==> src/qepv_pkg.sv <==
// Package with register map, field positions, reset values and types of the encoder block.
package qepv_pkg;
    // Register byte offsets.
    localparam logic [7:0] QEPV_CTRL_OFS = 8'h00;
    localparam logic [7:0] QEPV_MAXPOS_OFS = 8'h04;
    localparam logic [7:0] QEPV_POS_OFS = 8'h08;
    localparam logic [7:0] QEPV_VELCFG_OFS = 8'h0C;
    localparam logic [7:0] QEPV_VELPER_OFS = 8'h10;
    localparam logic [7:0] QEPV_VELRUN_OFS = 8'h14;
    localparam logic [7:0] QEPV_VELVAL_OFS = 8'h18;
    localparam logic [7:0] QEPV_STAT_OFS = 8'h1C;
    localparam logic [7:0] QEPV_INTEN_OFS = 8'h20;
    localparam logic [7:0] QEPV_INTRAW_OFS = 8'h24;
    localparam logic [7:0] QEPV_INTMSK_OFS = 8'h28;
    localparam logic [7:0] QEPV_INTCLR_OFS = 8'h2C;
    // Control and velocity configuration register field positions.
    localparam int QEPV_CTRL_EN_BIT = 0;
    localparam int QEPV_CTRL_BOTH_BIT = 1;
    localparam int QEPV_CTRL_RSTIDX_BIT = 2;
    localparam int QEPV_CTRL_CLKDIR_BIT = 3;
    localparam int QEPV_CTRL_SWAP_BIT = 4;
    localparam int QEPV_VELCFG_EN_BIT = 0;
    localparam int QEPV_VELCFG_DIV_LSB = 4;
    // Interrupt bit positions.
    localparam int QEPV_INT_INDEX_BIT = 0;
    localparam int QEPV_INT_TIMER_BIT = 1;
    localparam int QEPV_INT_DIR_BIT = 2;
    localparam int QEPV_INT_ERR_BIT = 3;
    // Reset values.
    localparam logic [31:0] QEPV_MAXPOS_RST = 32'hFFFFFFFF;
    localparam logic [31:0] QEPV_VELPER_RST = 32'h00000001;
    // Width of the event group.
    localparam int QEPV_NUM_INT = 4;
    typedef logic [QEPV_NUM_INT-1:0] qepv_irq_t;
endpackage

==> src/qepv_step_if.sv <==
// Interface carrying decoded steps from the decoder to the core.
`timescale 1ns/10ps
`default_nettype none
interface qepv_step_if;
    logic step;
    logic dirFwd;
    logic phaseErr;
    logic indexSeen;
    modport src (output step, output dirFwd, output phaseErr, output indexSeen);
    modport dst (input step, input dirFwd, input phaseErr, input indexSeen);
endinterface
`default_nettype wire

==> src/qepv_top.sv <==
// Quadrature encoder position and velocity block with register port and interrupt.
// What this block does
// - Velocity is pulses per fixed timer period.
// - Velocity runs only while position capture enabled.
// - Phase mode derives direction from edge order.
// - Step/direction mode counts step edges.
// - Option counts first channel or both channels.
// - Swap exchanges channels before decoding.
// - Optional index reset gives absolute position.
// - Maximum position limits and reloads on reverse.
// - Running and latched velocity counts readable.
// - Last direction kept, bits 31:1 read 0 (forward) or -1 (reverse).
// - Simultaneous channel change in phase mode sets error indicator.
// - Four individually maskable interrupt events.
// - Clearing a source deasserts it.
// - Only enabled sources drive the interrupt line.
// - Power-of-two predivider, nonzero period, save, restart.
// - Position write loads counter, counting continues.
//
// Implementation choices: the register addresses and the strobed register port.
`timescale 1ns/10ps
`default_nettype none
module qepv_top
    import qepv_pkg::*;
#(
    parameter int WIDTH = 32
) (
    input wire logic clk,
    input wire logic rst,
    input wire logic encoderChannelFirst,
    input wire logic encoderChannelSecond,
    input wire logic encoderIndex,
    input wire logic [7:0] regAddr,
    input wire logic [31:0] regWdata,
    input wire logic regWr,
    input wire logic regRd,
    output logic [31:0] regRdata,
    output logic irq
);
    typedef struct packed {
        logic [4:0] ctrl;
        logic [31:0] maxPos;
        logic [31:0] pos;
        logic velEn;
        logic [2:0] velDiv;
        logic [31:0] velPer;
        logic lastFwd;
        logic errFlag;
        qepv_irq_t intEn;
        qepv_irq_t intRaw;
        logic [31:0] rdata;
    } qepv_top_t;
    qepv_top_t st;
    qepv_top_t next_st;
    qepv_irq_t events;
    qepv_irq_t clrMask;
    logic enabled;
    logic [31:0] velRun;
    logic [31:0] velVal;
    logic velExpire;
    logic [31:0] rdMux;
    qepv_step_if stepBus ();

    assign enabled = st.ctrl[QEPV_CTRL_EN_BIT];

    // Decoder sees the configuration directly; software sets it before enabling.
    qepv_decoder u_dec (
        .clk(clk),
        .rst(rst),
        .chFirst(encoderChannelFirst),
        .chSecond(encoderChannelSecond),
        .chIndex(encoderIndex),
        .swap(st.ctrl[QEPV_CTRL_SWAP_BIT]),
        .clkDir(st.ctrl[QEPV_CTRL_CLKDIR_BIT]),
        .bothEdges(st.ctrl[QEPV_CTRL_BOTH_BIT]),
        .stepOut(stepBus)
    );

    // Velocity unit runs only with the block and velocity both enabled.
    qepv_velocity #(.WIDTH(32)) u_vel (
        .clk(clk),
        .rst(rst),
        .run(enabled && st.velEn),
        .step(stepBus.step),
        .divSel(st.velDiv),
        .period(st.velPer),
        .running(velRun),
        .velocity(velVal),
        .expire(velExpire)
    );

    // Event sources, all forced to zero while the block is disabled.
    always_comb begin
        events = '0;
        if (enabled) begin
            events[QEPV_INT_INDEX_BIT] = stepBus.indexSeen;
            events[QEPV_INT_TIMER_BIT] = velExpire;
            events[QEPV_INT_DIR_BIT] = stepBus.step && (stepBus.dirFwd != st.lastFwd);
            events[QEPV_INT_ERR_BIT] = stepBus.phaseErr;
        end
    end

    assign clrMask = (regWr && regAddr == QEPV_INTCLR_OFS) ? regWdata[QEPV_NUM_INT-1:0] : '0;

    // Read data multiplexer.
    always_comb begin
        rdMux = 32'h00000000;
        if (regAddr == QEPV_CTRL_OFS) begin
            rdMux = {27'h0000000, st.ctrl};
        end else if (regAddr == QEPV_MAXPOS_OFS) begin
            rdMux = st.maxPos;
        end else if (regAddr == QEPV_POS_OFS) begin
            rdMux = st.pos;
        end else if (regAddr == QEPV_VELCFG_OFS) begin
            rdMux = {25'h0000000, st.velDiv, 3'h0, st.velEn};
        end else if (regAddr == QEPV_VELPER_OFS) begin
            rdMux = st.velPer;
        end else if (regAddr == QEPV_VELRUN_OFS) begin
            rdMux = velRun;
        end else if (regAddr == QEPV_VELVAL_OFS) begin
            rdMux = velVal;
        end else if (regAddr == QEPV_STAT_OFS) begin
            // Bit 0 error, bits 31:1 direction as signed 0 (forward) or -1 (reverse).
            rdMux = {st.lastFwd ? 31'h00000000 : 31'h7FFFFFFF, st.errFlag};
        end else if (regAddr == QEPV_INTEN_OFS) begin
            rdMux = {28'h0000000, st.intEn};
        end else if (regAddr == QEPV_INTRAW_OFS) begin
            rdMux = {28'h0000000, st.intRaw};
        end else if (regAddr == QEPV_INTMSK_OFS) begin
            rdMux = {28'h0000000, st.intRaw & st.intEn};
        end
    end

    // Main next-state logic: registers, position counter and flags.
    always_comb begin
        next_st = st;
        next_st.rdata = regRd ? rdMux : 32'h00000000;
        if (regWr) begin
            if (regAddr == QEPV_CTRL_OFS) begin
                next_st.ctrl = regWdata[4:0];
            end else if (regAddr == QEPV_MAXPOS_OFS) begin
                next_st.maxPos = regWdata;
            end else if (regAddr == QEPV_VELCFG_OFS) begin
                next_st.velEn = regWdata[QEPV_VELCFG_EN_BIT];
                next_st.velDiv = regWdata[QEPV_VELCFG_DIV_LSB +: 3];
            end else if (regAddr == QEPV_VELPER_OFS) begin
                next_st.velPer = (regWdata == 32'h00000000) ? 32'h00000001 : regWdata;
            end else if (regAddr == QEPV_INTEN_OFS) begin
                next_st.intEn = regWdata[QEPV_NUM_INT-1:0];
            end else if (regAddr == QEPV_STAT_OFS) begin
                next_st.errFlag = st.errFlag & ~regWdata[0];
            end
        end
        if (enabled) begin
            if (stepBus.step) begin
                next_st.lastFwd = stepBus.dirFwd;
                if (stepBus.dirFwd) begin
                    next_st.pos = (st.pos >= st.maxPos) ? 32'h00000000 : st.pos + 32'h1;
                end else begin
                    next_st.pos = (st.pos == 32'h0) ? st.maxPos : st.pos - 32'h1;
                end
            end
            if (stepBus.indexSeen && st.ctrl[QEPV_CTRL_RSTIDX_BIT]) begin
                next_st.pos = st.lastFwd ? 32'h00000000 : st.maxPos;
            end
            if (stepBus.phaseErr) begin
                next_st.errFlag = 1'b1;
            end
        end
        if (regWr && regAddr == QEPV_POS_OFS) begin
            next_st.pos = regWdata;
        end
        // Set wins over a clear in the same cycle.
        next_st.intRaw = (st.intRaw & ~clrMask) | events;
    end

    // State register.
    always_ff @(posedge clk) begin
        if (rst) begin
            st <= '0;
            st.maxPos <= QEPV_MAXPOS_RST;
            st.velPer <= QEPV_VELPER_RST;
            st.lastFwd <= 1'b1;
        end else begin
            st <= next_st;
        end
    end

    assign regRdata = st.rdata;
    assign irq = |(st.intRaw & st.intEn);

    chk_irq_masked: assert property (@(posedge clk) disable iff (rst)
        irq |-> |(st.intRaw & st.intEn)) else $error("Interrupt without enabled source.");
    chk_clear_works: assert property (@(posedge clk) disable iff (rst)
        (clrMask[0] && !events[0]) |=> !st.intRaw[0]) else $error("Clear ignored.");
    chk_event_sticky: assert property (@(posedge clk) disable iff (rst)
        events[1] |=> st.intRaw[1]) else $error("Timer event lost.");
    chk_pos_frozen: assert property (@(posedge clk) disable iff (rst)
        (!enabled && !regWr) |=> $stable(st.pos)) else $error("Position moved while off.");
    chk_pos_load: assert property (@(posedge clk) disable iff (rst)
        (regWr && regAddr == QEPV_POS_OFS) |=> st.pos == $past(regWdata))
        else $error("Position load failed.");
    chk_idx_fwd: assert property (@(posedge clk) disable iff (rst)
        (enabled && stepBus.indexSeen && st.ctrl[QEPV_CTRL_RSTIDX_BIT] && st.lastFwd && !regWr)
        |=> st.pos == 32'h0) else $error("Forward index did not zero.");
    chk_idx_rev: assert property (@(posedge clk) disable iff (rst)
        (enabled && stepBus.indexSeen && st.ctrl[QEPV_CTRL_RSTIDX_BIT] && !st.lastFwd && !regWr)
        |=> st.pos == $past(st.maxPos)) else $error("Reverse index did not load max.");
    chk_err_sets: assert property (@(posedge clk) disable iff (rst)
        (enabled && stepBus.phaseErr) |=> st.errFlag) else $error("Error flag not set.");
    chk_dir_kept: assert property (@(posedge clk) disable iff (rst)
        !stepBus.step |=> $stable(st.lastFwd)) else $error("Direction changed without step.");
    cov_irq: cover property (@(posedge clk) disable iff (rst) irq);
    cov_idx: cover property (@(posedge clk) disable iff (rst) events[0]);
    cov_rev: cover property (@(posedge clk) disable iff (rst) stepBus.step && !stepBus.dirFwd);
endmodule
`default_nettype wire

==> src/qepv_decoder.sv <==
// Input synchroniser, swap and quadrature or step/direction decoder.
`timescale 1ns/10ps
`default_nettype none
module qepv_decoder
    import qepv_pkg::*;
(
    input wire logic clk,
    input wire logic rst,
    input wire logic chFirst,
    input wire logic chSecond,
    input wire logic chIndex,
    input wire logic swap,
    input wire logic clkDir,
    input wire logic bothEdges,
    qepv_step_if.src stepOut
);
    typedef struct packed {
        logic [2:0] sync1;
        logic [2:0] sync2;
        logic [2:0] prev;
        logic step;
        logic dirFwd;
        logic err;
        logic idx;
    } qepv_dec_t;
    qepv_dec_t st;
    qepv_dec_t next_st;
    logic a;
    logic b;
    logic pa;
    logic pb;
    logic chgA;
    logic chgB;

    // Swap channels before any decoding; the prev stage holds swapped values too.
    assign a = swap ? st.sync2[1] : st.sync2[0];
    assign b = swap ? st.sync2[0] : st.sync2[1];
    assign pa = st.prev[0];
    assign pb = st.prev[1];
    assign chgA = a ^ pa;
    assign chgB = b ^ pb;

    // Decode the synchronised pins into one-cycle step, error and index pulses and a held direction.
    always_comb begin
        next_st = st;
        next_st.sync1 = {chIndex, chSecond, chFirst};
        next_st.sync2 = st.sync1;
        next_st.prev = {st.sync2[2], b, a};
        next_st.step = 1'b0;
        next_st.err = 1'b0;
        next_st.idx = st.sync2[2] & ~st.prev[2];
        if (clkDir) begin
            if (chgA && a) begin
                next_st.step = 1'b1;
                next_st.dirFwd = b;
            end
        end else if (chgA && chgB) begin
            next_st.err = 1'b1;
        end else if (chgA) begin
            next_st.step = 1'b1;
            next_st.dirFwd = (a != b);
        end else if (chgB && bothEdges) begin
            next_st.step = 1'b1;
            next_st.dirFwd = (a == b);
        end
    end

    // State register.
    always_ff @(posedge clk) begin
        if (rst) begin
            st <= '0;
            st.dirFwd <= 1'b1;
        end else begin
            st <= next_st;
        end
    end

    assign stepOut.step = st.step;
    assign stepOut.dirFwd = st.dirFwd;
    assign stepOut.phaseErr = st.err;
    assign stepOut.indexSeen = st.idx;

    chk_err_no_step: assert property (@(posedge clk) disable iff (rst)
        st.err |-> !st.step) else $error("Step with phase error.");
endmodule
`default_nettype wire

==> src/qepv_velocity.sv <==
// Velocity unit: predivider, period timer and pulse accumulator.
`timescale 1ns/10ps
`default_nettype none
module qepv_velocity
    import qepv_pkg::*;
#(
    parameter int WIDTH = 32
) (
    input wire logic clk,
    input wire logic rst,
    input wire logic run,
    input wire logic step,
    input wire logic [2:0] divSel,
    input wire logic [WIDTH-1:0] period,
    output logic [WIDTH-1:0] running,
    output logic [WIDTH-1:0] velocity,
    output logic expire
);
    typedef struct packed {
        logic [6:0] pre;
        logic [WIDTH-1:0] tmr;
        logic [WIDTH-1:0] acc;
        logic [WIDTH-1:0] vel;
        logic exp;
    } qepv_vel_t;
    qepv_vel_t st;
    qepv_vel_t next_st;
    logic divStep;
    logic [6:0] divMask;

    // Predivide by a power of two from 1 to 128.
    assign divMask = 7'(({1'b0, 7'h00} | 8'h01) << divSel) - 7'h01;
    assign divStep = step && ((st.pre & divMask) == divMask);

    // Count pulses over each period, then save and restart the accumulator.
    always_comb begin
        next_st = st;
        next_st.exp = 1'b0;
        if (run) begin
            if (step) begin
                next_st.pre = st.pre + 7'h01;
            end
            if (st.tmr + 1'b1 >= period) begin
                next_st.tmr = '0;
                next_st.vel = st.acc + WIDTH'(divStep);
                next_st.acc = '0;
                next_st.exp = 1'b1;
            end else begin
                next_st.tmr = st.tmr + 1'b1;
                next_st.acc = st.acc + WIDTH'(divStep);
            end
        end
    end

    // State register.
    always_ff @(posedge clk) begin
        if (rst) begin
            st <= '0;
        end else begin
            st <= next_st;
        end
    end

    assign running = st.acc;
    assign velocity = st.vel;
    assign expire = st.exp;

    chk_vel_frozen: assert property (@(posedge clk) disable iff (rst)
        !run |=> $stable(st.acc)) else $error("Accumulator moved while stopped.");
endmodule
`default_nettype wire

==> config.mk <==
export PLATFORM = sky130hd
export DESIGN_NAME = qepv_top
export DESIGN_NICKNAME = d
export VERILOG_FILES = /design/src/qepv_pkg.sv /design/src/qepv_step_if.sv /design/src/qepv_top.sv /design/src/qepv_decoder.sv /design/src/qepv_velocity.sv
export SDC_FILE = /design/constraint.sdc
export NUM_CORES = 1
export LEC_CHECK = 0
export BUFFER_PORTS_ARGS = -buffer_cell sky130_fd_sc_hd__buf_2
export CAP_MARGIN = 20
export CORE_MARGIN = 2
export CORE_UTILIZATION = 49
export DETAILED_ROUTE_END_ITERATION = 6
export PLACE_DENSITY = 0.78
export SETUP_SLACK_MARGIN = 0.02
export SLEW_MARGIN = 20
export SYNTH_ARGS = -nofsm -noshare
export SYNTH_HDL_FRONTEND = slang
export SYNTH_SLANG_ARGS = --single-unit
==> constraint.sdc <==
create_clock -name clk -period 5 [get_ports clk]
set_clock_uncertainty 0.1 [all_clocks]
set_input_delay 1 -clock clk [delete_from_list [all_inputs] [get_ports clk]]
set_output_delay 1 -clock clk [all_outputs]
set_load 0.01 [all_outputs]
# Word level (Yosys, flattened, before mapping)
# Index checks and enable logic that the tools add are counted.
# W data, S select, Z words.
# op_classes
mux	43
n_reduce_logical	30
addsub	6
bitwise	17
n_eq_ne	17
n_lt_le_gt_ge	2
shifts	1
# ops
cell	count
$mux W32	16
$add A32 B1 Y32 const B	2
$ge A32 B32 Y1	2
$logic_not A32 Y1	2
$mux W64	1
$add A32 B1 Y32	1
$eq A8 B5 Y1 const B	4
$eq A8 B6 Y1 const B	4
$sub A32 B1 Y32 const B	1
$mux W31	1
$mux W5	6
$mux W4	6
$eq A8 B4 Y1 const B	2
$mux W2	5
$reduce_and A2 Y1	5
$logic_and A1 B1 Y1	9
$and A4 B4 Y4	2
$eq A8 B3 Y1 const B	1
$logic_not A8 Y1	1
$mux W1	8
$not A1 Y1	8
$add A7 B1 Y7 const B	1
$and A7 B7 Y7	1
$eq A7 B7 Y1	1
19 further kinds	26
# totals
out_inout_bits	33
regBits	264
inputBits	47

# Logic depth before layout (Yosys ltp)
# depth
word_depth	12
mapped_depth	18
depth_no_buf	14

# Modules after synthesis
# Synthesis repeated with hierarchy kept, for this count alone.
# hier_totals
hier_cells	2141
hier_area_um2	16956.3
# by_module_without_submodules
mod	seq_area_each_um2	area_each_um2	n_inst	cells_per_inst
qepv_top	2942.8	9440.3	1	1228
qepv_velocity	2082.0	7001.7	1	864
qepv_decoder	260.2	514.2	1	49

# Least setup slack after synthesis
# Ideal clock, no wire load.
# synth_path
kind	register to register
start	register u_vel.st[71] (netlist bit)
end	register u_vel.st, in the netlist u_vel.running[15]
setup_time_ns	0.063
setup_slack_ns	0.550
arrival_time_ns	4.287
required_time_ns	4.837
path_stages_with_launch	17
period_less_slack_ns	4.450
cell_sequence	dfxtp_1 -> clkbuf_1 -> and3_1 -> nand4_1 -> or3_1 -> clkbuf_1 -> nor2_1 -> and3_1 -> xor2_1 -> ha_1 -> and4_1 -> and3_1 -> a221o_1 -> a2111oi_0 -> o21ai_1 -> or4b_2 -> nand3_1
# synth_via
elab_chain_cells	3
# synth_rtl
element	line_no	source
from (decl)	qepv_velocity.sv:26	qepv_vel_t st;
from (signal assigned)	qepv_velocity.sv:60	st <= next_st;
$add A32 B1 Y32	qepv_velocity.sv:43	if (st.tmr + 1'b1 >= period) begin
$ge A32 B32 Y1	qepv_velocity.sv:43	
$mux W64	qepv_velocity.sv:43	
# No other way between the ends.
# A chain may end at the register's enable or synchronous reset.

# Final worst setup path
# layout_path
start	register u_vel.st[71] (netlist bit)
end	register u_vel.st, in the netlist u_vel.running[17]
# The elaborated chain is that of the path after synthesis.

==> impl_metrics.json <==
{
  "die_w_um": 185.2,
  "synth-edff-count": 0,
  "grt_overflow_total": 0,
  "leakagePower_nw": 6.832,
  "p_switching_w": 0.001080,
  "cp.required_ns": 5.40,
  "cts_tree": "done",
  "antenna_cells": 0,
  "intPower_w": 0.003596,
  "min_period_over_period_pct": 92.84,
  "first_iter_violations": 2071,
  "cts_buffer_depth": 3,
  "wl_per_cell_um": 20.90,
  "cp_common_cell": "and3_1",
  "grt_pass1_vias": 14548,
  "r2r-start": "u_vel.st[71]",
  "period_minus_slack_ns": 4.642,
  "worstHoldPathCells": 1,
  "cts_sinks": 264,
  "p_sw_share_pct": 23.10,
  "ant_nets": 0,
  "yosysWarnings": 0,
  "worstPathArrival_ns": 5.04,
  "grt_max_degree": 99,
  "ff2ff_path_depth": 15,
  "timing.final.hold_violations": 0,
  "slew_violations": 0,
  "tightestPinTransition_ns": 1.091,
  "antenna_found_initial": 0,
  "setup_ws_ns": 0.3582,
  "floorplan.initialDensity_pct": 49.57,
  "p_comb_share_pct": 4.8,
  "coreArea_mm2": 0.03245,
  "clock_latency_ns": 0.56,
  "max_cap_violations": 0,
  "ir_drop_v": 0.0002766,
  "rr_endpoint": "u_vel.running[17]",
  "fin_nets": 2139,
  "wirelength_mm": 51.87,
  "power_density_mw_per_mm2": 266.5,
  "syn_area_mm2": 0.01609,
  "hp-class": "register to register",
  "grt_busiest_layer": "met2",
  "min_to": "u_dec.stepOut.indexSeen",
  "seqPwrFrac_pct": 45.3,
  "use_met1_pct": 38.61,
  "place_ws_ns": 0.1312,
  "holdBufCountCts": 0,
  "drc": 11,
  "start_kind": "register",
  "final_common_cell": "nand2_1",
  "numCtsBuffers": 29,
  "die_area_mm2": 0.03430,
  "yosys_register_bits": 264,
  "crit_chain": "and3_1, nand4_1, nor2_1, nand3_1, nor2_1, xor2_1, ha_1, and3_1, and3_1, a221o_1, a2111oi_1, o21ai_1, buf_4, or4_1, nand3_1",
  "seq_area_mm2": 0.005285,
  "relSlewSlack_pct": 27.16,
  "reg2reg_slack_ns": 0.36,
  "syn_to_final_growth_pct": 9.076,
  "vias_per_cell": 6.410,
  "die_height_um": 185.2,
  "finalPower_w": 0.004676,
  "drive_gt1_share_pct": 11.62,
  "yosys_most_used_dff": "dfxtp_1",
  "min_from": "u_dec.st[6]",
  "track_usage_pct": 29.46,
  "yosysSeqAreaShare_pct": 32.85,
  "final_cell_mix": "nand2_1 (315), dfxtp_1 (264), nor2_1 (158), a21oi_1 (108), inv_1 (82)",
  "setup_viol": 0,
  "slowest_delay_ns": 0.50,
  "crit_path_end_kind": "register",
  "grt_pass1_wl_mm": 79.75,
  "outcome": "finished, violations left",
  "grtUsageMet2_pct": 47.61,
  "io_buffers": 79,
  "htree_num_levels": 1,
  "multi_input_area_mm2": 0.009672,
  "clkPwrFrac_pct": 49.9,
  "synthArstFlopShare_pct": 0,
  "fillerInstances": 3029,
  "rows": 66,
  "violations": "DRC",
  "synthCells": 2069,
  "io_pins": 80,
  "syn_area_per_cell_um2": 7.776,
  "grtUsageMet3_pct": 3.303,
  "place_congestion": 0.9422,
  "yosys.cell_types.count": 74,
  "num_vias": 15910,
  "final.setup.tns_ns": 0,
  "syn-num-nets": 2188,
  "path_clk_slew_ns": 0.06,
  "dp_hpwl_mm": 36.22,
  "cts-root-buf": "clkbuf_16",
  "cp_slowest_cell": "or4_1",
  "cp_max_fo": 12,
  "path_class": "register to register",
  "final_util_pct": 54.07,
  "firstDrtPassIters": 7,
  "fmax_mhz": 215.4
}
[Yosys cell counts, drive strengths merged, types with 9 or more instances]
library cell / n / area share (%)
o22ai: 20 / 0.78
or2: 11 / 0.43
o221ai: 17 / 0.93
a22oi: 37 / 1.7
or3: 29 / 1.1
and2: 9 / 0.35
o41ai: 12 / 0.65
nand4: 35 / 1.4
o211ai: 54 / 2.5
nor4: 50 / 2.6
or4: 11 / 0.58
xor2: 53 / 2.9
and3: 26 / 1.0
nand3: 80 / 2.6
a21oi: 108 / 3.4
dfxtp: 264 / 33
and4: 11 / 0.60
inv: 83 / 1.9
nand2b: 10 / 0.39
buf: 53 / 2.3
clkbuf: 140 / 3.3
a311oi: 9 / 0.49
nor3: 38 / 1.2
xnor2: 60 / 3.3
o221a: 24 / 1.7
a21o: 17 / 0.79
mux2i: 13 / 0.81
a31oi: 31 / 1.2
o21ai: 64 / 2.0
nor2: 170 / 4.1
nand2: 315 / 7.3
a211oi: 30 / 1.5
nor2b: 16 / 0.62
a22o: 25 / 1.4
ha: 72 / 5.6
[cell type report]
class / instances / share of cell area (%)
Timing Repair Buffer: 112 / 3.964
Tap cell: 442 / 3.152
Multi-Input combinational cell: 1530 / 55.12
Sequential cell: 264 / 30.12
Clock inverter: 16 / 1.383
Clock buffer: 35 / 4.492
Inverter: 83 / 1.775
[how the worst max path moves through the flow]
stage	slack [ns]	startpoint	cells after the start	to
6_report	0.36	u_vel.st[71]	15	u_vel.running[17]
5_1_grt	-0.02	u_vel.st[71]	15	u_vel.running[27]
4_1_cts	0.11	u_vel.st[66]	15	u_vel.velocity[26]
3_5_place_dp	0.13	u_vel.st[66]	15	u_vel.velocity[20]
3_3_place_gp	0.32	u_vel.st[66]	15	u_vel.running[21]
2_1_floorplan	0.55	u_vel.st[71]	16	u_vel.running[15]
[critical path, delay by kind of cell, from the launching register on]
family	cells	cell delay (ns)
AND/OR/NAND/NOR	9	2.38
AO/OA/AOI/OAI	3	0.96
flip-flops	1	0.44
adder cells (fa/ha/maj)	1	0.27
XOR/XNOR	1	0.22
buffers and inverters	1	0.22
[cell families after synthesis]
group	after synthesis	share of synthesized area, %
adders and majority gates	72	5.600
buffers and inverters	276	7.458
muxes	14	0.8788
AOI/OAI and AO/OA	496	21.65
and+or+nand+nor	834	25.41
xor gates and xnor gates	113	6.152
DFF	264	32.85
[repair_timing]
action                                  CTS  global route
endpoints found under the setup margin    0            35
buffers inserted                          0             0
resized for setup                         0             4
[layer usage]
layer	vias to the layer above	wire length [µm]
met2	869	23260
met5	-	0
li1	7329	-
met4	0	3024
met3	162	4371
met1	7550	21220
[through the flow]
stage / hold WS, ns / instances / area (µm²)
3_5_place_dp: 0.2857 / 2429 / 16470
3_3_place_gp: 0.2745 / 2429 / 16470
4_1_cts: 0.2984 / 2480 / 17500
2_1_floorplan: 0.2674 / 2069 / 16090
5_1_grt: 0.3071 / 2482 / 17550
6_report: 0.2949 / 2482 / 17550
[power groups by stage]
stage	registers, W	logic [W]	clock network, W
2_1_floorplan	0.00216	0.000131	0
5_1_grt	0.00212	0.000236	0.00243
3_3_place_gp	0.00216	0.000209	0
6_report	0.00212	0.000223	0.00233
4_1_cts	0.00212	0.000214	0.00235
3_5_place_dp	0.00216	0.000213	0
[flip-flops by register name, summed over array words and instances (netlist names), 3 cells and up]
| name | cells |
|---|---|
| st | 114 |
| u_vel.running | 32 |
| u_dec.next_st | 4 |
| u_dec.st | 3 |
| regRdata | 32 |
| u_vel.st | 39 |
| u_vel.velocity | 32 |
(Power assumes the default switching activity.)
